--- config.mk ---
export PLATFORM = sky130hd
export DESIGN_NAME = halfbridge_driver_config_regs
export DESIGN_NICKNAME = d
export VERILOG_FILES = /design/src/halfbridge_cfg_pkg.sv /design/src/halfbridge_driver_config_regs.sv
export VERILOG_INCLUDE_DIRS = /design/src
export SDC_FILE = /design/constraint.sdc
export NUM_CORES = 1
export LEC_CHECK = 0
export BUFFER_PORTS_ARGS = -buffer_cell sky130_fd_sc_hd__buf_2
export CORE_MARGIN = 3
export CORE_UTILIZATION = 50
export DETAILED_ROUTE_END_ITERATION = 8
export PLACE_DENSITY = 0.68
export SYNTH_ARGS = -nofsm -noshare
export SYNTH_HDL_FRONTEND = slang
export SYNTH_SLANG_ARGS = --single-unit
--- constraint.sdc ---
create_clock -name sys_clk -period 7.4 [get_ports sys_clk]
set_clock_uncertainty 0.2 [all_clocks]
set_input_delay 1.11 -clock sys_clk [delete_from_list [all_inputs] [get_ports sys_clk]]
set_output_delay 1.11 -clock sys_clk [all_outputs]
set_load 0.1 [all_outputs]
--- src/halfbridge_cfg_defines.svh ---
`ifndef HALFBRIDGE_CFG_DEFINES_SVH
`define HALFBRIDGE_CFG_DEFINES_SVH

// Register offsets (serial address field)
`define ADDR_FAULT_STAT 4'h0
`define ADDR_FET_STAT 4'h1
`define ADDR_MAIN_CTRL 4'h2
`define ADDR_GATE_WDOG 4'h3
`define ADDR_OC_MONITOR 4'h4
`define ADDR_CHOP_CFG 4'h5

// Reset values
`define MAIN_CTRL_RST 8'h18
`define GATE_WDOG_RST 8'h07
`define OC_MONITOR_RST 8'h70
`define CHOP_CFG_RST 8'h01

// Writable bits of the monitor register, bits 3-2 reserved
`define OC_MONITOR_WMASK 8'hF3

// Lock field, fault clear bit and input bits of the main control register
`define LOCK_LSB 3
`define LOCK_MSB 5
`define LOCK_KEY_SET 3'h6
`define LOCK_KEY_CLEAR 3'h3
`define CLR_FAULT_BIT 0
`define IN1_BIT 2
`define IN2_BIT 1

// Serial frame layout, 16 bits, MSB first
`define FRAME_BITS 5'h10
`define FRAME_RD_BIT 15
`define FRAME_ADDR_MSB 14
`define FRAME_ADDR_LSB 11
`define FRAME_DATA_BITS 5'h08
`define FRAME_ADDR_DONE 5'h04

// Watchdog timeouts in ms, clock rate in MHz
`define SYS_CLK_MHZ 100
`define WD_TIME0_MS 10
`define WD_TIME1_MS 20
`define WD_TIME2_MS 50
`define WD_TIME3_MS 100

`endif

--- src/halfbridge_cfg_pkg.sv ---
`default_nettype none
package halfbridge_cfg_pkg;

    // Drive strength, dead time and watchdog controls
    typedef struct packed {
        logic [1:0] deadtime_sel;
        logic wdog_enable;
        logic [1:0] wdog_timeout_sel;
        logic [2:0] gate_current_sel;
    } gate_wdog_s;

    // Overcurrent monitor controls
    typedef struct packed {
        logic sense_out_clamp;
        logic [2:0] drain_source_threshold;
        logic [1:0] reserved;
        logic high_fet_monitor_off;
        logic low_fet_monitor_off;
    } oc_monitor_s;

    // Current chopping and shunt amplifier controls
    typedef struct packed {
        logic [1:0] chop_off_time;
        logic regulation_disable;
        logic [1:0] ref_scale_sel;
        logic sample_hold_on;
        logic [1:0] amp_gain_sel;
    } chop_cfg_s;

    // Whole state of the register bank
    typedef struct packed {
        logic sck_m;
        logic sck_q;
        logic sck_d;
        logic cs_m;
        logic cs_q;
        logic cs_d;
        logic sdi_m;
        logic sdi_q;
        logic [15:0] shift;
        logic [4:0] cnt;
        logic [7:0] rd_byte;
        logic sdo;
        logic [1:0] main_rsvd;
        logic [2:0] lock;
        logic in1;
        logic in2;
        logic clr_pulse;
        gate_wdog_s gdw;
        oc_monitor_s ocm;
        chop_cfg_s chop;
        logic [23:0] wd_cnt;
        logic wd_fault;
    } bank_state_s;

endpackage
`default_nettype wire

--- src/halfbridge_driver_config_regs.sv ---
// Overview of operation
// RULE1: Dead time code bits 7-6, reset 00
// RULE2: Watchdog runs only when enable bit set
// RULE3: Watchdog timeout code bits 4-3, reset 00
// RULE4: Gate current code bits 2-0, reset 111
// RULE5: Sense output clamp bit 7, reset clear
// RULE6: Overcurrent threshold code bits 6-4, reset 111
// RULE7: Bit 1 disables high FET monitor
// RULE8: Bit 0 disables low FET monitor
// RULE9: Chop off time code bits 7-6
// RULE10: Bit 5 disables current regulation
// RULE11: Reference scale code bits 4-3, reset 00
// RULE12: Bit 2 enables sample-and-hold mode
// RULE13: Amplifier gain code bits 1-0, reset 01
// RULE14: Key 110 locks, 011 unlocks other registers
// RULE15: Host programs threshold over serial link
// RULE16: Monitor bits 3-2 read zero, ignore writes
// RULE17: Fields update at frame end, read back
`include "halfbridge_cfg_defines.svh"
`default_nettype none
module halfbridge_driver_config_regs #(
    parameter int unsigned WD_CYC_T0 = `WD_TIME0_MS * 1000 * `SYS_CLK_MHZ,
    parameter int unsigned WD_CYC_T1 = `WD_TIME1_MS * 1000 * `SYS_CLK_MHZ,
    parameter int unsigned WD_CYC_T2 = `WD_TIME2_MS * 1000 * `SYS_CLK_MHZ,
    parameter int unsigned WD_CYC_T3 = `WD_TIME3_MS * 1000 * `SYS_CLK_MHZ
) (
    input wire logic sys_clk,
    input wire logic reset_n,
    input wire logic spi_sclk,
    input wire logic spi_cs_n,
    input wire logic spi_sdi,
    output logic spi_sdo,
    output logic spi_sdo_oe,
    output halfbridge_cfg_pkg::gate_wdog_s gate_cfg,
    output halfbridge_cfg_pkg::oc_monitor_s monitor_cfg,
    output halfbridge_cfg_pkg::chop_cfg_s chop_cfg,
    output logic lock_active,
    output logic in1_request,
    output logic in2_request,
    output logic clr_fault_pulse,
    output logic wdog_fault
);
    import halfbridge_cfg_pkg::*;

    bank_state_s s_ff;
    bank_state_s nxt_s;
    logic sck_fall;
    logic sck_rise;
    logic cs_fall;
    logic cs_rise;
    logic frame_ok;
    logic wr_commit;
    logic locked;
    logic [3:0] wr_addr;
    logic [7:0] wr_data;
    logic [3:0] rd_addr;
    logic [23:0] wd_limit;

    // Read data for an address; unmapped offsets read zero
    function automatic logic [7:0] read_mux(input bank_state_s st, input logic [3:0] a);
        logic [7:0] r;
        r = 8'h00;
        case (a)
            `ADDR_FAULT_STAT: r = {st.wd_fault, st.wd_fault, 6'h00};
            `ADDR_MAIN_CTRL: r = {st.main_rsvd, st.lock, st.in1, st.in2, 1'b0};
            `ADDR_GATE_WDOG: r = st.gdw;
            `ADDR_OC_MONITOR: r = st.ocm & `OC_MONITOR_WMASK; // RULE16
            `ADDR_CHOP_CFG: r = st.chop;
            default: r = 8'h00;
        endcase
        return r;
    endfunction

    // Edges of the synchronised link signals, taken past the first stage
    assign sck_fall = s_ff.sck_d & ~s_ff.sck_q;
    assign sck_rise = ~s_ff.sck_d & s_ff.sck_q;
    assign cs_fall = s_ff.cs_d & ~s_ff.cs_q;
    assign cs_rise = ~s_ff.cs_d & s_ff.cs_q;
    assign frame_ok = cs_rise && (s_ff.cnt == `FRAME_BITS);
    assign wr_commit = frame_ok && !s_ff.shift[`FRAME_RD_BIT];
    assign wr_addr = s_ff.shift[`FRAME_ADDR_MSB:`FRAME_ADDR_LSB];
    assign wr_data = s_ff.shift[7:0];
    assign rd_addr = {s_ff.shift[2:0], s_ff.sdi_q};
    assign locked = (s_ff.lock == `LOCK_KEY_SET);

    // Timeout length for the selected code
    always_comb begin
        unique case (s_ff.gdw.wdog_timeout_sel)
            2'h0: wd_limit = 24'(WD_CYC_T0); // RULE3
            2'h1: wd_limit = 24'(WD_CYC_T1);
            2'h2: wd_limit = 24'(WD_CYC_T2);
            2'h3: wd_limit = 24'(WD_CYC_T3);
        endcase
    end

    // Next state of the whole bank
    always_comb begin
        nxt_s = s_ff;
        nxt_s.sck_m = spi_sclk;
        nxt_s.sck_q = s_ff.sck_m;
        nxt_s.sck_d = s_ff.sck_q;
        nxt_s.cs_m = spi_cs_n;
        nxt_s.cs_q = s_ff.cs_m;
        nxt_s.cs_d = s_ff.cs_q;
        nxt_s.sdi_m = spi_sdi;
        nxt_s.sdi_q = s_ff.sdi_m;
        nxt_s.clr_pulse = 1'b0;
        // Shift engine: sample on falling clock, drive on rising clock
        if (cs_fall) begin
            nxt_s.cnt = 5'h00;
            nxt_s.sdo = 1'b0;
        end else if (!s_ff.cs_q) begin
            // Count past 16 so an over-long frame is seen and dropped at deselect
            if (sck_fall && s_ff.cnt != 5'h1F) begin
                nxt_s.shift = {s_ff.shift[14:0], s_ff.sdi_q};
                nxt_s.cnt = s_ff.cnt + 5'h01;
                if (s_ff.cnt == `FRAME_ADDR_DONE) begin
                    nxt_s.rd_byte = read_mux(s_ff, rd_addr); // RULE17
                end
            end
            if (sck_rise) begin
                if (s_ff.cnt >= `FRAME_DATA_BITS && s_ff.cnt < `FRAME_BITS) begin
                    nxt_s.sdo = s_ff.rd_byte[3'(5'h0F - s_ff.cnt)];
                end else begin
                    nxt_s.sdo = 1'b0;
                end
            end
        end
        // Commit only complete frames, so a torn frame changes nothing
        if (wr_commit) begin
            case (wr_addr)
                `ADDR_MAIN_CTRL: begin
                    nxt_s.main_rsvd = wr_data[7:6];
                    nxt_s.in1 = wr_data[`IN1_BIT];
                    nxt_s.in2 = wr_data[`IN2_BIT];
                    nxt_s.clr_pulse = wr_data[`CLR_FAULT_BIT];
                    if (!locked && wr_data[`LOCK_MSB:`LOCK_LSB] == `LOCK_KEY_SET) begin
                        nxt_s.lock = `LOCK_KEY_SET; // RULE14
                    end else if (locked && wr_data[`LOCK_MSB:`LOCK_LSB] == `LOCK_KEY_CLEAR) begin
                        nxt_s.lock = `LOCK_KEY_CLEAR; // RULE14
                    end
                    if (wr_data[`CLR_FAULT_BIT]) begin
                        nxt_s.wd_fault = 1'b0;
                    end
                end
                `ADDR_GATE_WDOG: begin
                    if (!locked) begin
                        nxt_s.gdw = gate_wdog_s'(wr_data); // RULE1 RULE2 RULE3 RULE4 RULE17
                    end
                end
                `ADDR_OC_MONITOR: begin
                    if (!locked) begin
                        nxt_s.ocm = oc_monitor_s'(wr_data & `OC_MONITOR_WMASK); // RULE5 RULE6 RULE7 RULE8 RULE16
                    end
                end
                `ADDR_CHOP_CFG: begin
                    if (!locked) begin
                        nxt_s.chop = chop_cfg_s'(wr_data); // RULE9 RULE10 RULE11 RULE12 RULE13
                    end
                end
                default: begin
                end
            endcase
        end
        // Watchdog: any good frame restarts it, so expiry never lands in the same cycle as a clear
        if (!s_ff.gdw.wdog_enable) begin
            nxt_s.wd_cnt = 24'h000000; // RULE2
        end else if (frame_ok) begin
            nxt_s.wd_cnt = 24'h000000;
        end else if (s_ff.wd_cnt >= wd_limit - 24'h000001) begin
            nxt_s.wd_cnt = 24'h000000;
            nxt_s.wd_fault = 1'b1; // RULE3
        end else begin
            nxt_s.wd_cnt = s_ff.wd_cnt + 24'h000001;
        end
    end

    // State register; link lines idle high except clock and data
    always_ff @(posedge sys_clk or negedge reset_n) begin
        if (!reset_n) begin
            s_ff <= '0;
            s_ff.cs_m <= 1'b1;
            s_ff.cs_q <= 1'b1;
            s_ff.cs_d <= 1'b1;
            {s_ff.main_rsvd, s_ff.lock, s_ff.in1, s_ff.in2} <= 7'(`MAIN_CTRL_RST >> 1);
            s_ff.gdw <= `GATE_WDOG_RST; // RULE1 RULE2 RULE3 RULE4
            s_ff.ocm <= `OC_MONITOR_RST; // RULE5 RULE6 RULE7 RULE8
            s_ff.chop <= `CHOP_CFG_RST; // RULE9 RULE10 RULE11 RULE12 RULE13
        end else begin
            s_ff <= nxt_s;
        end
    end

    // Outputs straight from the state register
    assign spi_sdo = s_ff.sdo;
    assign spi_sdo_oe = ~s_ff.cs_q;
    assign gate_cfg = s_ff.gdw;
    assign monitor_cfg = s_ff.ocm;
    assign chop_cfg = s_ff.chop;
    assign lock_active = locked;
    assign in1_request = s_ff.in1;
    assign in2_request = s_ff.in2;
    assign clr_fault_pulse = s_ff.clr_pulse;
    assign wdog_fault = s_ff.wd_fault;
endmodule
`default_nettype wire

======== Word level (Yosys, flattened, before mapping) ========
Cells that the tools add are included.
word-level totals
  flip-flop bits (word level) ............. 93
  bits in latches ......................... 0
  RAM bits ................................ 0
  bits in read-only memories .............. 0
  word-level logic and storage cells ...... 120
  memories kept ........................... 0
operators by class
  add/subtract/negate cells ............... 4
  multipliers ............................. 0
  div/mod/pow operators ................... 0
  order comparisons ....................... 4
  equal/unequal tests ..................... 18
  shifts and indexed selects .............. 0
  mux-type cells .......................... 30
  bitwise logic cells ..................... 10
  reduce and logical (&&, ||, !) cells .... 22
operators by type and width
  kind                                                                   number
  24-bit case mux with 4 select lines                                    1
  24-bit two-way mux                                                     3
  8-bit two-way mux                                                      7
  8-bit case mux with 5 select lines                                     1
  25-bit two-way mux                                                     1
  24-bit by 1-bit adder with 24-bit output, second input constant        1
  24-bit >= comparator                                                   1
  24-bit by 1-bit subtractor with 24-bit output, second input constant   1
  4-bit by 2-bit equality test with 1-bit output, second input constant  4
  4-bit by 3-bit equality test with 1-bit output, second input constant  4
  3-bit AND reduction                                                    5
  14-bit two-way mux                                                     1
  13-bit two-way mux                                                     1
  1-bit two-way mux                                                      11
  3-bit equality test, second input constant                             2
  1-bit logical AND                                                      6
  3-bit two-way mux                                                      2
  1-bit inverter                                                         6
  2-bit AND reduction                                                    3
  2-bit nonzero test                                                     3
  5-bit by 1-bit adder with 5-bit output, second input constant          1
  5-bit by 3-bit equality test with 1-bit output, second input constant  1
  5-bit equality test, second input constant                             1
  5-bit by 4-bit >= comparator with 1-bit output, second input constant  1
  15 further kinds                                                       20

======== Logic depth before layout (Yosys ltp) ========
  depth after elaboration ................. 8
  mapped depth ............................ 10

======== Worst setup path before layout ========
Ideal clock, no wire load.
  path kind ............................... register to register
  start ................................... reg s_ff[54] (netlist bit)
  end ..................................... reg s_ff (netlist bit gate_cfg[3])
  data arrival time ....................... 2,756 ps
  data required time ...................... 7,075 ps
  slack ................................... 4,319 ps
  stages on the path, launching flop included .. 6
  path buffers ............................ 0
  path through ............................ dfrtp_1 > nor2b_1 > nor4_1 > and2_1 > nand3_1 > mux2_2
on the way
  word-level cells in the longest chain between the ends .. 3
ends and longest elaborated chain
  what                                  RTL line                              source
  start, declared                       halfbridge_driver_config_regs.sv:45   bank_state_s s_ff;
  start signal, assigned                halfbridge_driver_config_regs.sv:190  s_ff <= nxt_s;
  3-bit equality test (no source line)  n/a
  named net lock_active                 halfbridge_driver_config_regs.sv:37   output logic lock_active,
  1-bit inverter (no source line)       n/a
  3-bit AND reduction (no source line)  n/a
The timed path passes the listed nets, and every way through them passes these cells.
A chain may end at the register's enable or synchronous reset.

======== Worst setup path in the final report ========
  start ................................... reg s_ff[66] (netlist bit)
  end ..................................... reg s_ff[64] (netlist bit)
on the way
  word-level cells in the longest chain between the ends .. 3
ends and longest elaborated chain
  what                                    RTL line                              source
  5-bit inequality test                   halfbridge_driver_config_regs.sv:114  if (sck_fall && s_ff.cnt != 5'h1F) begin
  1-bit logical AND                       halfbridge_driver_config_regs.sv:114
  4-bit AND reduction (no source line) *  n/a
Mark *: on every way between the ends. The rest lies on a longest branch, timed or not.

==> impl_metrics.csv <==
group,metric,value,unit
synthesis,synth-xor-area-share,4.26,%
placed_design,pre_cts_slack,4.02,ns
cts,clock-sinks,92,
timing,whs,0.155,ns
timing,max_clock_freq,294,MHz
finish,layout-drive-gt1-share,20.6,%
worst_setup_path,r2r_end,"s_ff[64]",
timing,rsz0062_at_grt,"false",
global_routing,groute.usage.overall,19.3,%
finish,multi_input_area,2130,sq um
worst_setup_path,startpoint_type,"flip-flop",
power,combPwrFrac,5.3,%
placed_design,port_buffers,33,
timing,hold_viol,0,
cts,worstSkewPairLatency,0.36,ns
synthesis,synth_top_cell_by_area,"dfrtp_1",
worst_setup_path,path_class,"flip-flop to flip-flop",
cts,cts_root_buf,"clkbuf_8",
routing,wirelength,9.32,mm
cts,htree_levels,3,
routing,drc,0,
placed_design,dp_hpwl,6.52,mm
timing,relSlewSlack,32.3,%
synthesis,synth_compound_area_share,8.50,%
power,intPower,0.717,mW
routing,drt_iter0_drc,148,
worst_setup_path,required,7.50,ns
worst_setup_path,end_kind,"flip-flop",
timing,fin_ws,4.00,ns
timing,finalCriticalPeriod,3.40,ns
floorplan,core,8930,sq um
synthesis,yosysMostFrequentCell,"dfrtp_1",
power,power_leakage,2.35,nW
worst_setup_path,arrival,3.49,ns
floorplan,pin_count,36,
synthesis,synth_flop_cell,"dfrtp_1",
synthesis,ys_seq_area_share,49.0,%
timing,tns,0,ns
worst_setup_path,cpPeakStageDelay,0.71,ns
worst_setup_path,worst_setup_path_startpoint,"s_ff[66]",
worst_setup_path,slowest_stage,"or4b_4",
finish,regArea,2320,sq um
global_routing,gr-total-overflow,0,
finish,fillers,808,
finish,syn_to_final_growth,6.27,%
finish,layout.nets,497,
timing,worst_pin_slew,1.01,ns
cts,cts_resized,0,
power,irDropWorstVdd,107,uV
power,p_total,0.956,mW
synthesis,synth.area.top_cells,"dfrtp_1 43%, mux2_2 6.4%, nand2_1 6.4%",
worst_setup_path,crit_top_cell,"ha_1",
global_routing,antenna_found_initial,0,
floorplan,die_y,103,microns
cts,post_cts_buffers,0,
routing,ant_nets,0,
floorplan,fp.dieW,103,microns
cts,cts.reportedPaths.clkPinSlew,0.10,ns
synthesis,synthMuxAreaShare,7.60,%
finish,diodes,0,
job,maxCapViolCount,0,
placed_design,globalplace.congestion,0.798,
synthesis,synth_cell_types,51,
worst_setup_path,r2r_cells,8,
synthesis,syn_inst,464,
global_routing,grt_pass1_wl,15.9,mm
synthesis,synth_common_cells,"81 x dfrtp_1, 80 x nand2_1, 37 x nor2_1",
synthesis,ys_ff_latch,92,
min_path,holdCritPathClass,"flip-flop to flip-flop",
synthesis,syn_avg_cell_area,10.2,sq um
global_routing,grt_max_degree,64,
synthesis,synth_async_sr_flop_share,100,%
power,seqPwrFrac,55.7,%
synthesis,synth_top_area_share,42.9,%
timing,fin_crit_sh,45.9,%
cts,cts_hold_buf,0,
worst_setup_path,r2r_slack,4.00,ns
routing,viasPerCell,5.58,
run_status,status,"finished, final reports clean",
synthesis,synth_warnings,0,
cts,cts_max_path_buffers,2,
cts,cts_made_buffers,9,
power,switchingPower,0.239,mW
timing,setup_viol,0,
power,p_clk_share,39.0,%
worst_setup_path,cp_max_fo,20,
routing,drt_pass1_iterations,4,
floorplan,dieArea,10700,sq um
global_routing,grt_pass1_vias,3109,
synthesis,synth_edf_count,0,
floorplan,initial_core_util,52.9,%
synthesis,synth_top_family_by_area,"simple AND/OR/NAND/NOR gates",
worst_setup_path,worstSetupEndpoint,"s_ff[64]",
routing,via_count,3259,
synthesis,synth_fa_ha_area_share,5.56,%
floorplan,fp-row-count,34,
synthesis,yosys.area_share.simple,18.7,%
routing,routedWlPerCell,16.0,microns
timing,finalMaxSlewViolations,0,
power,p_sw_share,25.0,%
cts,cts_tree,"yes",
synthesis,synthesis.area,4730,sq um
worst_setup_path,rr_startpoint,"s_ff[66]",
worst_setup_path,path_cells,"ha_1, and3_1, ha_1, nor3b_2, nand2_1, or4b_4, a2111o_1, o21ai_1",
power,power.density,190,nW/um^2
critical path, delay by kind of cell, from the launching register on:
kind,cells,cell delay [ns]
and+or+nand+nor,4,1.51
AOI/OAI and AO/OA,2,0.69
DFF,1,0.48
adders and majority gates,2,0.45
stage by stage:
step                      cells  util [%]  cell area, sq um
final                       584      56.2              5020
after detailed placement    568      53.7              4800
after global placement      568      53.7              4800
after global routing        584      56.2              5020
after CTS                   584      56.2              5020
after floorplan             467         -              4740
registers in the layout, summed over array words and instances (netlist names), 4 cells and up:
register / count
gate_cfg: 8
monitor_cfg: 6
s_ff: 56
chop_cfg: 8
nxt_s: 5
rd_addr: 4
power by group through the flow:
stage	sequential (mW)	clock, mW	combinational [mW]
6_report	0.533	0.373	0.0503
5_1_grt	0.536	0.404	0.0570
4_1_cts	0.533	0.385	0.0512
3_5_place_dp	0.542	0	0.0509
3_3_place_gp	0.542	0	0.0501
2_1_floorplan	0.529	0	0.0413
how the worst min path moves through the flow:
stage | start | endpoint | slack (ns) | depth (start not counted)
floorplan | nxt_s[93] | nxt_s[92] | 0.13 | 0
global placement | nxt_s[93] | nxt_s[92] | 0.13 | 0
detailed placement | nxt_s[87] | rd_addr[0] | 0.14 | 0
CTS | nxt_s[87] | rd_addr[0] | 0.16 | 0
global route | nxt_s[90] | nxt_s[89] | 0.17 | 0
finish | nxt_s[87] | rd_addr[0] | 0.15 | 0
cell usage in the layout (no fill, tap or decap), types with 4 or more instances in the layout:
cell type / n
a21oi_1: 14
a22o_1: 9
a22oi_1: 6
and2_1: 4
and3_1: 4
buf_2: 32
clkbuf_8: 9
conb_1: 5
dfrtp_1: 81
dfstp_2: 11
ha_1: 21
inv_1: 10
mux2_2: 27
nand2_1: 80
nand3_1: 12
nand4_1: 11
nor2_1: 37
nor2b_1: 6
nor3_1: 5
nor3b_1: 4
o21ai_0: 15
o21ai_1: 7
xnor2_1: 10
xor2_1: 13
cells by family (layout without fill, tap and decap cells):
family                   Yosys count  in the layout
AND/OR/NAND/NOR                  181            181
flip-flops                        92             92
AO/OA/AOI/OAI                     63             63
buffers and inverters             52             61
multiplexers                      30             30
XOR/XNOR                          23             23
adder cells (fa/ha/maj)           21             21
other                              2              5
metal layers:
layer,track usage (%),vias up,share of wire (%)
met5,0,-,0
met4,8.07,0,1.5
met3,3.02,12,3.4
met2,29.9,56,47
met1,27.1,1595,48
li1,-,1596,-
area by class of cell:
| cell class | instances | share of cell area, % |
|---|---|---|
| repair buffers | 35 | 3.64 |
| inverters | 10 | 0.747 |
| well taps | 108 | 2.69 |
| clock buffers | 9 | 2.47 |
| flip-flops and latches | 92 | 46.1 |
| multi-input cells | 323 | 42.4 |
| clock inverters | 7 | 1.97 |
Power figures use the tool's default switching activity.
